File: config.mk
export PLATFORM = sky130hd
export DESIGN_NAME = system_clock_power_mode_ctrl
export DESIGN_NICKNAME = d
export VERILOG_FILES = /design/src/clk_mode_pkg.sv /design/src/system_clock_power_mode_ctrl.sv
export VERILOG_INCLUDE_DIRS = /design/src
export SDC_FILE = /design/constraint.sdc
export NUM_CORES = 1
export LEC_CHECK = 0
export ABC_AREA = 1
export BUFFER_PORTS_ARGS = -buffer_cell sky130_fd_sc_hd__buf_2
export CORE_AREA = 2 2 111 113
export CTS_CLUSTER_SIZE = 20
export DETAILED_ROUTE_END_ITERATION = 16
export DIE_AREA = 0 0 113 115
export PLACE_DENSITY = 0.58
export SLEW_MARGIN = 20
export SYNTH_ARGS = -nofsm -noshare
export SYNTH_HDL_FRONTEND = slang
export SYNTH_SLANG_ARGS = --single-unit
File: constraint.sdc
create_clock -name ref_clk -period 2.2 [get_ports ref_clk]
set_input_delay 0.33 -clock ref_clk [delete_from_list [all_inputs] [get_ports ref_clk]]
set_output_delay 0.33 -clock ref_clk [all_outputs]
set_load 0.02 [all_outputs]
File: src/clk_mode_params.svh
// constants for the system clock and power mode controller
// Summary of operation
// - divide select picks fast/1..64, code 7 sub
// - source bit picks fast rc or crystal
// - crystal clock further divided by two bits
// - fast idle enable keeps fast osc in halt
// - slow idle enable keeps slow osc in halt
// - watchdog enable keeps slow rc running
// - slow mode sub clock from slow rc
// - regulator on in normal and slow modes
// - halt, both idle bits low enters sleep
// - halt, slow idle only enters idle_slow_only
// - halt, both idle bits high enters idle_both_clocks
// - halt, fast idle only enters idle_fast_only
// - halt with deep power-down enters deep sleep
// - rc enable clears then sets stable flag
// - crystal enable clears then sets stable flag
// - rc enable bit, powers up enabled
// - crystal enable bit, powers up disabled
// - sleep or idle entry sets flags, clears watchdog
// - deep sleep wakes on port or timebase, vector 0
// - deep sleep wake resets registers except por flag, isolation and wake flags
`ifndef CLK_MODE_PARAMS_SVH
`define CLK_MODE_PARAMS_SVH
// ----------------------------------------
// register addresses
// ----------------------------------------
`define ADDR_SYSCLK_SEL 2'h0
`define ADDR_IRC_CTRL 2'h1
`define ADDR_XTAL_CTRL 2'h2
`define ADDR_PWR_CTRL 2'h3
// ----------------------------------------
// field positions
// ----------------------------------------
`define BIT_SLOW_IDLE 0
`define BIT_FAST_IDLE 1
`define BIT_FAST_SRC 3
`define BIT_DIV_LO 5
`define BIT_DIV_HI 7
`define BIT_OSC_EN 0
`define BIT_STABLE 1
`define BIT_DEEP_PD 0
`define BIT_IO_ISO 1
`define BIT_REG_LP 2
`define BIT_POR_FLAG 3
`define BIT_TB_WAKE 4
`define BIT_PORT_WAKE 7
// ----------------------------------------
// reset values
// ----------------------------------------
`define RST_SYSCLK_SEL 8'h20
`define RST_IRC_EN 1'b1
`define RST_XTAL_EN 1'b0
`define RST_PWR_CTRL 8'h08
`define DIV_SUB 3'h7
// ----------------------------------------
// timing
// ----------------------------------------
`define CLK_PERIOD_NS 40
`define OSC_SETTLE_NS 2000
`define OSC_SETTLE_CYC ((`OSC_SETTLE_NS + `CLK_PERIOD_NS - 1) / `CLK_PERIOD_NS)
`endif

File: src/clk_mode_pkg.sv
// types for the system clock and power mode controller
package clk_mode_pkg;
	typedef enum logic [2:0] {
		m_run, m_sleep, m_idle_slow_only, m_idle_both_clocks, m_idle_fast_only, m_deep_sleep
	} pwr_mode_t;
	typedef struct packed {
		logic [1:0] addr;
		logic [7:0] wdata;
		logic wr;
		logic rd;
	} reg_req_t;
	typedef struct packed {
		logic fast_rc_osc_en;
		logic crystal_osc_en;
		logic slow_rc_osc_en;
		logic regulator_on;
		logic cpu_clk_en;
		logic fast_periph_en;
		logic slow_periph_en;
	} pwr_ctl_t;
endpackage

File: src/system_clock_power_mode_ctrl.sv
// system clock source, divider and halt power mode controller
`timescale 1ns/1ns
`include "clk_mode_params.svh"
module system_clock_power_mode_ctrl #(
	parameter int SETTLE_CYC = `OSC_SETTLE_CYC
) (
	input wire logic ref_clk,
	input wire logic rst,
	input wire clk_mode_pkg::reg_req_t req,
	output logic [7:0] rdata,
	input wire logic halt_exec,
	input wire logic wdt_enable,
	input wire logic xtal_predivide,
	input wire logic xtal_postdivide,
	input wire logic fast_rc_clk_in,
	input wire logic crystal_clk_in,
	input wire logic slow_rc_clk_in,
	input wire logic port_wake_in,
	input wire logic timebase_wake_in,
	output logic sys_clk,
	output clk_mode_pkg::pwr_ctl_t pwr,
	output clk_mode_pkg::pwr_mode_t mode,
	output logic powerdown_flag_set,
	output logic watchdog_timeout_flag_clr,
	output logic watchdog_clear,
	output logic wake_restart,
	output logic regulator_lowpower_sel,
	output logic io_isolate
);
	import clk_mode_pkg::*;

	// ----------------------------------------
	// register storage
	// ----------------------------------------
	logic [2:0] sysclk_div_sel_reg; // divide / sub select
	logic fast_src_sel_reg; // 0 fast rc, 1 crystal
	logic fast_osc_idle_en_reg; // fast osc runs in halt
	logic slow_osc_idle_en_reg; // slow osc runs in halt
	logic irc_osc_en_reg; // fast rc enable
	logic xtal_osc_en_reg; // crystal enable
	logic irc_stable_flag_reg; // fast rc stable
	logic xtal_stable_flag_reg; // crystal stable
	logic deep_power_down_reg; // halt goes deep
	logic io_iso_reg; // io isolation request
	logic lp_reg; // regulator low power select
	logic main_domain_por_flag_reg; // power on flag
	logic port_wake_flag_reg; // woke by port
	logic timebase_wake_flag_reg; // woke by timebase
	logic [15:0] irc_cnt_reg; // rc settle count
	logic [15:0] xtal_cnt_reg; // crystal settle count
	pwr_mode_t mode_reg; // present operating mode
	logic wake_reset; // deep sleep wake reset pulse
	logic soft_rst; // register reset
	logic wr_sel, wr_irc, wr_xtal, wr_pwr; // write decodes
	logic wake_by_port_reg; // deep sleep left through the port edge
	logic wake_by_tb_reg; // deep sleep left through the time base
	logic port_fall; // synced falling edge on the port wake pin

	// ----------------------------------------
	// pin synchronisers
	// ----------------------------------------
	logic [1:0] s_frc, s_xtl, s_slw, s_pw, s_tw; // two stage syncs
	logic frc_prev, xtl_prev, slw_prev, pw_prev; // edge history on second stage

	// capture asynchronous inputs through two flops
	always_ff @(posedge ref_clk) begin
		s_frc <= {s_frc[0], fast_rc_clk_in};
		s_xtl <= {s_xtl[0], crystal_clk_in};
		s_slw <= {s_slw[0], slow_rc_clk_in};
		s_pw <= {s_pw[0], port_wake_in};
		s_tw <= {s_tw[0], timebase_wake_in};
		frc_prev <= s_frc[1];
		xtl_prev <= s_xtl[1];
		slw_prev <= s_slw[1];
		pw_prev <= s_pw[1];
	end

	// ----------------------------------------
	// register writes
	// ----------------------------------------
	// a deep sleep wake reloads every register as a power-on would; the por flag
	// and isolation are kept and the wake flags record the source so software can tell why it restarted
	assign soft_rst = rst | wake_reset;
	// a falling port level ends deep sleep
	assign port_fall = pw_prev && !s_pw[1];
	assign wr_sel = req.wr && req.addr == `ADDR_SYSCLK_SEL;
	assign wr_irc = req.wr && req.addr == `ADDR_IRC_CTRL;
	assign wr_xtal = req.wr && req.addr == `ADDR_XTAL_CTRL;
	assign wr_pwr = req.wr && req.addr == `ADDR_PWR_CTRL;

	// clock select register
	always_ff @(posedge ref_clk) begin
		if (soft_rst) begin
			sysclk_div_sel_reg <= 3'(`RST_SYSCLK_SEL >> `BIT_DIV_LO);
			fast_src_sel_reg <= 1'b0;
			fast_osc_idle_en_reg <= 1'b0;
			slow_osc_idle_en_reg <= 1'b0;
		end else if (wr_sel) begin
			sysclk_div_sel_reg <= req.wdata[`BIT_DIV_HI:`BIT_DIV_LO];
			fast_src_sel_reg <= req.wdata[`BIT_FAST_SRC];
			fast_osc_idle_en_reg <= req.wdata[`BIT_FAST_IDLE];
			slow_osc_idle_en_reg <= req.wdata[`BIT_SLOW_IDLE];
		end
	end

	// oscillator enables, rc on and crystal off at power up
	always_ff @(posedge ref_clk) begin
		if (soft_rst) begin
			irc_osc_en_reg <= `RST_IRC_EN;
			xtal_osc_en_reg <= `RST_XTAL_EN;
		end else begin
			if (wr_irc)
				irc_osc_en_reg <= req.wdata[`BIT_OSC_EN];
			if (wr_xtal)
				xtal_osc_en_reg <= req.wdata[`BIT_OSC_EN];
		end
	end

	// stable flags: cleared on enable, set after settle edges counted
	always_ff @(posedge ref_clk) begin
		if (soft_rst || (wr_irc && req.wdata[`BIT_OSC_EN]) || !irc_osc_en_reg) begin
			irc_cnt_reg <= 16'h0000;
			irc_stable_flag_reg <= 1'b0;
		end else if (s_frc[1] && !frc_prev) begin
			if (irc_cnt_reg >= 16'(SETTLE_CYC))
				irc_stable_flag_reg <= 1'b1;
			else
				irc_cnt_reg <= irc_cnt_reg + 16'h0001;
		end
	end

	always_ff @(posedge ref_clk) begin
		if (soft_rst || (wr_xtal && req.wdata[`BIT_OSC_EN]) || !xtal_osc_en_reg) begin
			xtal_cnt_reg <= 16'h0000;
			xtal_stable_flag_reg <= 1'b0;
		end else if (s_xtl[1] && !xtl_prev) begin
			if (xtal_cnt_reg >= 16'(SETTLE_CYC))
				xtal_stable_flag_reg <= 1'b1;
			else
				xtal_cnt_reg <= xtal_cnt_reg + 16'h0001;
		end
	end

	// power control register; wake flags set on wake, set beats clear
	always_ff @(posedge ref_clk) begin
		if (rst) begin
			deep_power_down_reg <= 1'b0;
			io_iso_reg <= 1'b0;
			lp_reg <= 1'b0;
			main_domain_por_flag_reg <= 1'(`RST_PWR_CTRL >> `BIT_POR_FLAG);
			port_wake_flag_reg <= 1'b0;
			timebase_wake_flag_reg <= 1'b0;
		end else if (wake_reset) begin
			deep_power_down_reg <= 1'b0;
			io_iso_reg <= io_iso_reg; // isolation held until software releases
			lp_reg <= 1'b0;
			port_wake_flag_reg <= wake_by_port_reg;
			timebase_wake_flag_reg <= wake_by_tb_reg;
		end else if (wr_pwr) begin
			deep_power_down_reg <= req.wdata[`BIT_DEEP_PD];
			io_iso_reg <= req.wdata[`BIT_IO_ISO];
			lp_reg <= req.wdata[`BIT_REG_LP];
			main_domain_por_flag_reg <= req.wdata[`BIT_POR_FLAG];
			port_wake_flag_reg <= req.wdata[`BIT_PORT_WAKE];
			timebase_wake_flag_reg <= req.wdata[`BIT_TB_WAKE];
		end
	end

	// ----------------------------------------
	// read port, data one cycle after strobe
	// ----------------------------------------
	always_ff @(posedge ref_clk) begin
		if (rst)
			rdata <= 8'h00;
		else if (req.rd) begin
			case (req.addr)
				`ADDR_SYSCLK_SEL: rdata <= {sysclk_div_sel_reg, 1'b0, fast_src_sel_reg, 1'b0,
					fast_osc_idle_en_reg, slow_osc_idle_en_reg};
				`ADDR_IRC_CTRL: rdata <= {6'h00, irc_stable_flag_reg, irc_osc_en_reg};
				`ADDR_XTAL_CTRL: rdata <= {6'h00, xtal_stable_flag_reg, xtal_osc_en_reg};
				`ADDR_PWR_CTRL: rdata <= {port_wake_flag_reg, 2'h0, timebase_wake_flag_reg,
					main_domain_por_flag_reg, lp_reg, io_iso_reg, deep_power_down_reg};
				default: rdata <= 8'h00;
			endcase
		end else
			rdata <= 8'h00;
	end

	// ----------------------------------------
	// halt mode sequencer
	// ----------------------------------------
	logic entry_pulse; // sleep or idle entry

	// pick the halt mode from the control bits, leave on wake
	always_ff @(posedge ref_clk) begin
		wake_reset <= 1'b0;
		entry_pulse <= 1'b0;
		if (rst)
			mode_reg <= m_run;
		else begin
			case (mode_reg)
				m_run: begin
					if (halt_exec) begin
						entry_pulse <= !deep_power_down_reg;
						if (deep_power_down_reg)
							mode_reg <= m_deep_sleep;
						else if (fast_osc_idle_en_reg && slow_osc_idle_en_reg)
							mode_reg <= m_idle_both_clocks;
						else if (fast_osc_idle_en_reg)
							mode_reg <= m_idle_fast_only;
						else if (slow_osc_idle_en_reg)
							mode_reg <= m_idle_slow_only;
						else
							mode_reg <= m_sleep;
					end
				end
				m_deep_sleep: begin
					if (port_fall || s_tw[1]) begin
						mode_reg <= m_run;
						wake_reset <= 1'b1;
					end
				end
				m_sleep, m_idle_slow_only, m_idle_both_clocks, m_idle_fast_only: begin
					if (!halt_exec)
						mode_reg <= m_run;
				end
				default: mode_reg <= m_run;
			endcase
		end
	end

	// remember which source ended deep sleep; the flags are loaded one cycle
	// later, when the port edge detector has already moved on
	always_ff @(posedge ref_clk) begin
		if (rst) begin
			wake_by_port_reg <= 1'b0;
			wake_by_tb_reg <= 1'b0;
		end else if (mode_reg == m_deep_sleep) begin
			wake_by_port_reg <= port_fall;
			wake_by_tb_reg <= s_tw[1];
		end
	end

	// watchdog and status side effects of sleep or idle entry
	always_ff @(posedge ref_clk) begin
		if (rst) begin
			powerdown_flag_set <= 1'b0;
			watchdog_timeout_flag_clr <= 1'b0;
			watchdog_clear <= 1'b0;
			wake_restart <= 1'b0;
		end else begin
			powerdown_flag_set <= entry_pulse;
			watchdog_timeout_flag_clr <= entry_pulse;
			watchdog_clear <= entry_pulse;
			wake_restart <= wake_reset;
		end
	end

	// ----------------------------------------
	// oscillator and regulator gating
	// ----------------------------------------
	always_ff @(posedge ref_clk) begin
		if (rst) begin
			pwr <= '0;
			mode <= m_run;
			regulator_lowpower_sel <= 1'b0;
			io_isolate <= 1'b0;
		end else begin
			mode <= mode_reg;
			regulator_lowpower_sel <= lp_reg;
			io_isolate <= io_iso_reg;
			pwr.regulator_on <= mode_reg != m_deep_sleep;
			pwr.cpu_clk_en <= mode_reg == m_run;
			pwr.fast_rc_osc_en <= irc_osc_en_reg && (mode_reg == m_run || ((mode_reg == m_idle_both_clocks
				|| mode_reg == m_idle_fast_only) && fast_osc_idle_en_reg));
			pwr.crystal_osc_en <= xtal_osc_en_reg && (mode_reg == m_run || ((mode_reg == m_idle_both_clocks
				|| mode_reg == m_idle_fast_only) && fast_osc_idle_en_reg));
			pwr.slow_rc_osc_en <= wdt_enable || mode_reg == m_run || mode_reg == m_idle_slow_only
				|| mode_reg == m_idle_both_clocks;
			pwr.fast_periph_en <= mode_reg == m_run || mode_reg == m_idle_both_clocks
				|| mode_reg == m_idle_fast_only;
			pwr.slow_periph_en <= mode_reg == m_run || mode_reg == m_idle_slow_only
				|| mode_reg == m_idle_both_clocks;
		end
	end

	// ----------------------------------------
	// system clock generation
	// ----------------------------------------
	logic fast_edge; // edge event of chosen fast source
	logic [1:0] xdiv_reg; // crystal pre and post divide count
	logic xtal_tick; // crystal edge after its own division
	logic [5:0] div_cnt_reg; // fast divide counter
	logic [2:0] div_act_reg; // divide code in force
	logic [6:0] div_len; // toggle period in fast edges
	logic slow_edge; // sub clock edge
	logic xtal_rise; // synced crystal rising edge
	logic xtal_any; // synced crystal edge of either sense
	logic xtal_by4; // crystal divided by four

	assign slow_edge = s_slw[1] ^ slw_prev;
	assign xtal_rise = s_xtl[1] && !xtl_prev;
	assign xtal_any = s_xtl[1] ^ xtl_prev;
	assign xtal_by4 = xtal_postdivide && xtal_predivide;
	// each edge of the divided fast clock is an event: undivided crystal gives both
	// crystal edges, by two each rising edge, by four every second rising edge
	assign xtal_tick = (xtal_predivide || xtal_postdivide) ? (xtal_rise && (xdiv_reg[0] || !xtal_by4))
		: xtal_any;
	// both edges of the fast clock count, so code 000 passes it undivided
	assign fast_edge = fast_src_sel_reg ? xtal_tick : (s_frc[1] ^ frc_prev);
	assign div_len = 7'h01 << div_act_reg;

	// crystal divider: by 1, 2 or 4 from the two divide bits
	always_ff @(posedge ref_clk) begin
		if (soft_rst || xtal_tick)
			xdiv_reg <= 2'h0;
		else if (s_xtl[1] && !xtl_prev)
			xdiv_reg <= xdiv_reg + 2'h1;
	end

	// divided fast clock or sub clock; new code applied only at a period boundary
	always_ff @(posedge ref_clk) begin
		if (soft_rst) begin
			div_cnt_reg <= 6'h00;
			div_act_reg <= 3'(`RST_SYSCLK_SEL >> `BIT_DIV_LO);
			sys_clk <= 1'b0;
		end else if (div_act_reg == `DIV_SUB) begin
			// sub path follows the slow level; leaving it waits for a low slow
			// phase so that no short high pulse reaches the system clock
			if (slow_edge) begin
				sys_clk <= s_slw[1];
				if (!s_slw[1] && sysclk_div_sel_reg != `DIV_SUB)
					div_act_reg <= sysclk_div_sel_reg;
			end
		end else if (fast_edge) begin
			// one half period of sys_clk is div_len fast clock edges
			if ({1'b0, div_cnt_reg} + 7'h01 >= div_len) begin
				div_cnt_reg <= 6'h00;
				sys_clk <= !sys_clk;
				if (sys_clk)
					div_act_reg <= sysclk_div_sel_reg;
			end else
				div_cnt_reg <= div_cnt_reg + 6'h01;
		end
	end
endmodule

; After elaboration in Yosys (flattened, before gate mapping)
; Index checks and enable logic that the tools add are counted.
[classes]
n_addsub = 5
multipliers = 0
div = 0
n_lt_le_gt_ge = 3
n_eq_ne = 16
shift = 1
n_mux = 27
n_bitwise = 12
reduce_logical = 62
[op_table]
columns = op, n
row1 = 3-bit 2-to-1 mux, 12
row2 = "16-bit by 1-bit adder with 16-bit output, second input constant", 2
row3 = "16-bit by 6-bit >= comparator with 1-bit output, second input constant", 2
row4 = 8-bit case mux with 4 select lines, 1
row5 = 1-bit logical OR, 17
row6 = 1-bit logical AND, 16
row7 = 2-bit AND reduction, 6
row8 = 1-bit 2-to-1 mux, 11
row9 = "3-bit equality test, second input constant", 3
row10 = 1-bit logical NOT, 9
row11 = 3-bit case mux with 3 select lines, 1
row12 = "2-bit inequality test, second input constant", 4
row13 = 1-bit inverter, 8
row14 = 2-bit nonzero test, 4
row15 = "6-bit by 1-bit adder with 7-bit output, second input constant", 1
row16 = 7-bit >= comparator, 1
row17 = "1-bit by 3-bit << shifter with 7-bit output, first input constant", 1
row18 = "6-bit by 1-bit adder with 6-bit output, second input constant", 1
row19 = "3-bit by 2-bit equality test with 1-bit output, second input constant", 2
row20 = 6-bit 2-to-1 mux, 1
row21 = "3-bit inequality test, second input constant", 2
row22 = 3-bit AND reduction, 2
row23 = 2-bit OR reduction, 3
row24 = 5-bit AND reduction, 1
row25 = 12 further kinds, 15
[totals]
regBits = 103
latchBits = 0
ramBits = 0
rom_bits = 0
output_inout_bits = 25
memories = 0

; Longest topological paths before layout
[logic_depth]
ltp_word = 8
depth_mapped = 16
ltp_nobuf = 16

; Worst setup path after synthesis
; OpenSTA, ideal clock, no wires.
[synth_timing]
path_kind = register to register
startpoint = reg div_cnt_reg[0]
endpoint = reg div_act_reg[0]
t_arrival_ns = 1.864
required_time_ns = 2.078
slack_ns = 0.213
path_stages_with_launch = 16
n_path_buf = 0
synth_period_minus_slack_ns = 1.987
path_cell_list = dfxtp_1 ha_1 nand2_1 inv_1 nand2_1 xor2_1 inv_1 ha_1 nand2_1 nand2_1 a21oi_1 nand2_1 nand3_1 nand2_2 nand3_1 nand3_1
[synth_between]
elab_chain_len = 4
[synth_rtl]
columns = element, line_no
row1 = from (decl), system_clock_power_mode_ctrl.sv:293  ; logic [5:0] div_cnt_reg;
row2 = from (signal assigned), system_clock_power_mode_ctrl.sv:343  ; div_cnt_reg <= div_cnt_reg + 6'h01;
row3 = 6-bit by 1-bit adder with 7-bit output, system_clock_power_mode_ctrl.sv:337  ; if ({1'b0, div_cnt_reg} + 7'h01 >= div_len) begin
row4 = 7-bit >= comparator, system_clock_power_mode_ctrl.sv:337
row5 = 2-bit nonzero test (no source line), n/a
row6 = 5-bit AND reduction (no source line), n/a
row7 = to (signal assigned), system_clock_power_mode_ctrl.sv:325  ; div_act_reg <= 3'(`RST_SYSCLK_SEL >> `BIT_DIV_LO);
row8 = to (signal assigned), system_clock_power_mode_ctrl.sv:333  ; div_act_reg <= sysclk_div_sel_reg;
row9 = to (signal assigned), system_clock_power_mode_ctrl.sv:341  ; div_act_reg <= sysclk_div_sel_reg;
row10 = to (decl), system_clock_power_mode_ctrl.sv:294  ; logic [2:0] div_act_reg;
; No other way between the ends.
; A chain may end at the register's enable or synchronous reset.

; Worst setup path after layout
[layout_timing]
startpoint = reg div_cnt_reg[0]
endpoint = reg div_act_reg[1]
; The elaborated chain is that of the path after synthesis.

==> impl_metrics.json <==
{
  "cp_cell_sequence": "ha_4, nand2_2, inv_1, nand2_1, xor2_1, inv_1, ha_4, nand2_1, nor2_1, nand2_1, nand2_2, nand3_4, nand2_4, nand3_1, nand2_1, nor2_1",
  "synth_area_leaders": "dfxtp_1 (51%), nand2_1 (9.2%), inv_1 (7.1%)",
  "drt_first_pass_iters": 10,
  "yosysWarnings": 0,
  "yosysUniqueCellTypes": 36,
  "clock-root-buffer": "clkbuf_16",
  "initial_core_util": 0.342,
  "gp_congestion": 0.786,
  "die-area_um2": 13000,
  "crit_type": "reg2reg",
  "irDropWorstVdd_v": 0.000342,
  "leakage_nw": 2.12,
  "drive_gt1_frac": 0.179,
  "synth_most_common_cell": "dfxtp_1",
  "area_delta_synth_final_pct": 19.8,
  "cap_violations": 0,
  "std_cell_rows": 40,
  "grt_pass1_vias": 3138,
  "power_density_nw_per_um2": 936,
  "routed_wl_um": 8290,
  "seq_area_frac_synth": 0.506,
  "clock_path_buffers": 2,
  "core-area_um2": 11800,
  "grt_pass1_wl_um": 14100,
  "synth_top_area_cell": "dfxtp_1",
  "end_kind": "register",
  "crit_start": "div_cnt_reg[0]$_SDFFE_PP0P_",
  "synth_edf_count": 0,
  "wl_per_cell_um": 11.6,
  "crit_path_top_delay_cell": "dfxtp_4",
  "cts_tree": "yes",
  "cts.sinks": 102,
  "max_slew.worst_pin.slew_ns": 0.525,
  "syn_inst": 508,
  "power_mw": 4.53,
  "worst-path-max-fanout": 5,
  "hold_class": "in2reg",
  "track_usage": 0.136,
  "yosysTopAreaCellShare": 0.506,
  "cp.buffers_inverters": 2,
  "finalCritPeriodShare": 0.949,
  "async_flop_share": 0,
  "critPathTopFamily": "simple AND/OR/NAND/NOR gates",
  "io_pins": 48,
  "synth_ff_type": "dfxtp_1",
  "fin_crit_ns": 2.09,
  "detail-route-antenna-nets": 0,
  "cts.hold.buffers_added": 0,
  "overflow": 0,
  "hold_path.startpoint": "timebase_wake_in",
  "antenna_cells": 0,
  "hpwl_um": 6160,
  "hold_slack_ns": 0.0774,
  "status": "complete, no violations",
  "die_h_um": 115,
  "routed-via-count": 3274,
  "cp.required_ns": 2.45,
  "clock_latency_ns": 0.35,
  "clkTransAtPathRegs_ns": 0.07,
  "critPathLaunchType": "register",
  "ys_ff_latch": 102,
  "grt_max_degree": 18,
  "slew-limit-headroom": 0.649,
  "fin_cells": 716,
  "avgSynthCellArea_um2": 7.94,
  "drv_slew": 0,
  "place_inst": 698,
  "antenna_found_initial": 0,
  "ys_top_cells_by_count": "dfxtp_1 (102), nand2_1 (99), inv_1 (76)",
  "htreeDepth": 3,
  "rsz0062_at_grt": "yes",
  "die_width_um": 113,
  "r2r-start": "div_cnt_reg[0]$_SDFFE_PP0P_",
  "fmax_mhz": 479,
  "setup_violations": 0,
  "cts_buffers": 9,
  "drc": 0,
  "skew_ns": 0.00649,
  "regToRegSetupSlack_ns": 0.11,
  "crit_arrival_ns": 2.34,
  "hold_viol_final": 0,
  "fin_util": 0.409,
  "syn-num-nets": 546,
  "avgViaCountPerCell": 4.57,
  "slowest_delay_ns": 0.36,
  "drt_iter0_markers": 151,
  "synth_area_um2": 4040,
  "layout.nets": 603,
  "crit_top_cell": "nand2_1",
  "port_buffers": 47
}
[kinds of logic (layout without fill, tap and decap cells)]
logic type / after synthesis / in the layout / synth area share
AO/OA/AOI/OAI: 60 / 60 / 0.0834
XOR/XNOR: 9 / 9 / 0.0195
adder cells (fa/ha/maj): 15 / 15 / 0.0465
buffers and inverters: 88 / 149 / 0.0856
flip-flops: 102 / 102 / 0.506
AND/OR/NAND/NOR: 234 / 234 / 0.259
[per-stage QoR]
stage / TNS [ns] / worst slack, ns / cell area, um^2
5_1_grt: -0.0383 / -0.0285 / 4830
6_report: 0 / 0.112 / 4830
3_5_place_dp: -0.0348 / -0.0148 / 4440
4_1_cts: 0 / 0.00492 / 4740
3_3_place_gp: 0 / 0.0581 / 4440
2_1_floorplan: 0 / 0.213 / 4040
[layout by cell type (no fill, tap or decap), types with 5 or more instances in the layout]
cell type,netlist,layout
inv_1,76,76
a21oi_1,32,30
nor2_2,6,5
clkbuf_16,0,9
o21ai_0,14,14
nor2_1,61,61
nand4_1,10,10
nand2_2,4,7
buf_2,3,47
nand2_1,99,95
ha_1,15,13
nor3_1,11,10
nand3_1,31,30
xor2_1,7,7
buf_4,3,7
dfxtp_1,102,100
[worst register-to-register path, stage by stage, from the launching register on]
cell     delay (ns)
dfxtp_4        0.36
ha_4           0.16
nand2_2        0.07
inv_1          0.05
nand2_1        0.07
xor2_1         0.17
inv_1          0.10
ha_4           0.27
nand2_1        0.04
nor2_1         0.09
nand2_1        0.08
nand2_2        0.15
nand3_4        0.10
nand2_4        0.10
nand3_1        0.07
nand2_1        0.07
nor2_1         0.04
[path summary, 6_finish.rpt]
path / to / cells past startpoint
setup / recovery: div_act_reg[1]$_SDFFE_PP0P_ / 16
hold / removal: s_tw[0]$_DFF_P_ / 1
setup reg to reg: div_act_reg[1]$_SDFFE_PP0P_ / 16
hold reg to reg: s_pw[1]$_DFF_P_ / 0
[timing repair]
| item | CTS | global route |
|---|---|---|
| endpoints found under the setup margin | 8 | 10 |
| pin swaps | 0 | 8 |
| cloned | 0 | 0 |
| gates resized for setup | 1 | 16 |
| setup buffers | 0 | 3 |
[power breakdown]
| part | switching [mW] | leakage [nW] | internal (mW) |
|---|---|---|---|
| registers | 0.0712 | 0.834 | 1.99 |
| logic | 0.577 | 1.14 | 0.304 |
| clock network | 0.680 | 0.141 | 0.908 |
| total | 1.33 | 2.12 | 3.20 |
[cell type report]
| class | instances | area [um^2] |
|---|---|---|
| well taps | 147 | 184 |
| fillers | 1210 | 6980 |
| repair buffers | 54 | 288 |
| multi-input cells | 318 | 1720 |
| clock inverters | 5 | 58.8 |
| inverters | 80 | 300 |
| clock buffers | 10 | 239 |
| flip-flops and latches | 102 | 2050 |
[per-layer routing]
layer / part of all wire / up-vias / global-route usage / wire [um]
met5: 0 / - / 0 / 0
met2: 0.47 / 46 / 0.217 / 3860
met1: 0.48 / 1481 / 0.173 / 3960
li1: - / 1732 / - / -
met4: 0.027 / 0 / 0.0780 / 222
met3: 0.030 / 15 / 0.0248 / 248
No activity file was read; power rests on OpenSTA's default activity.
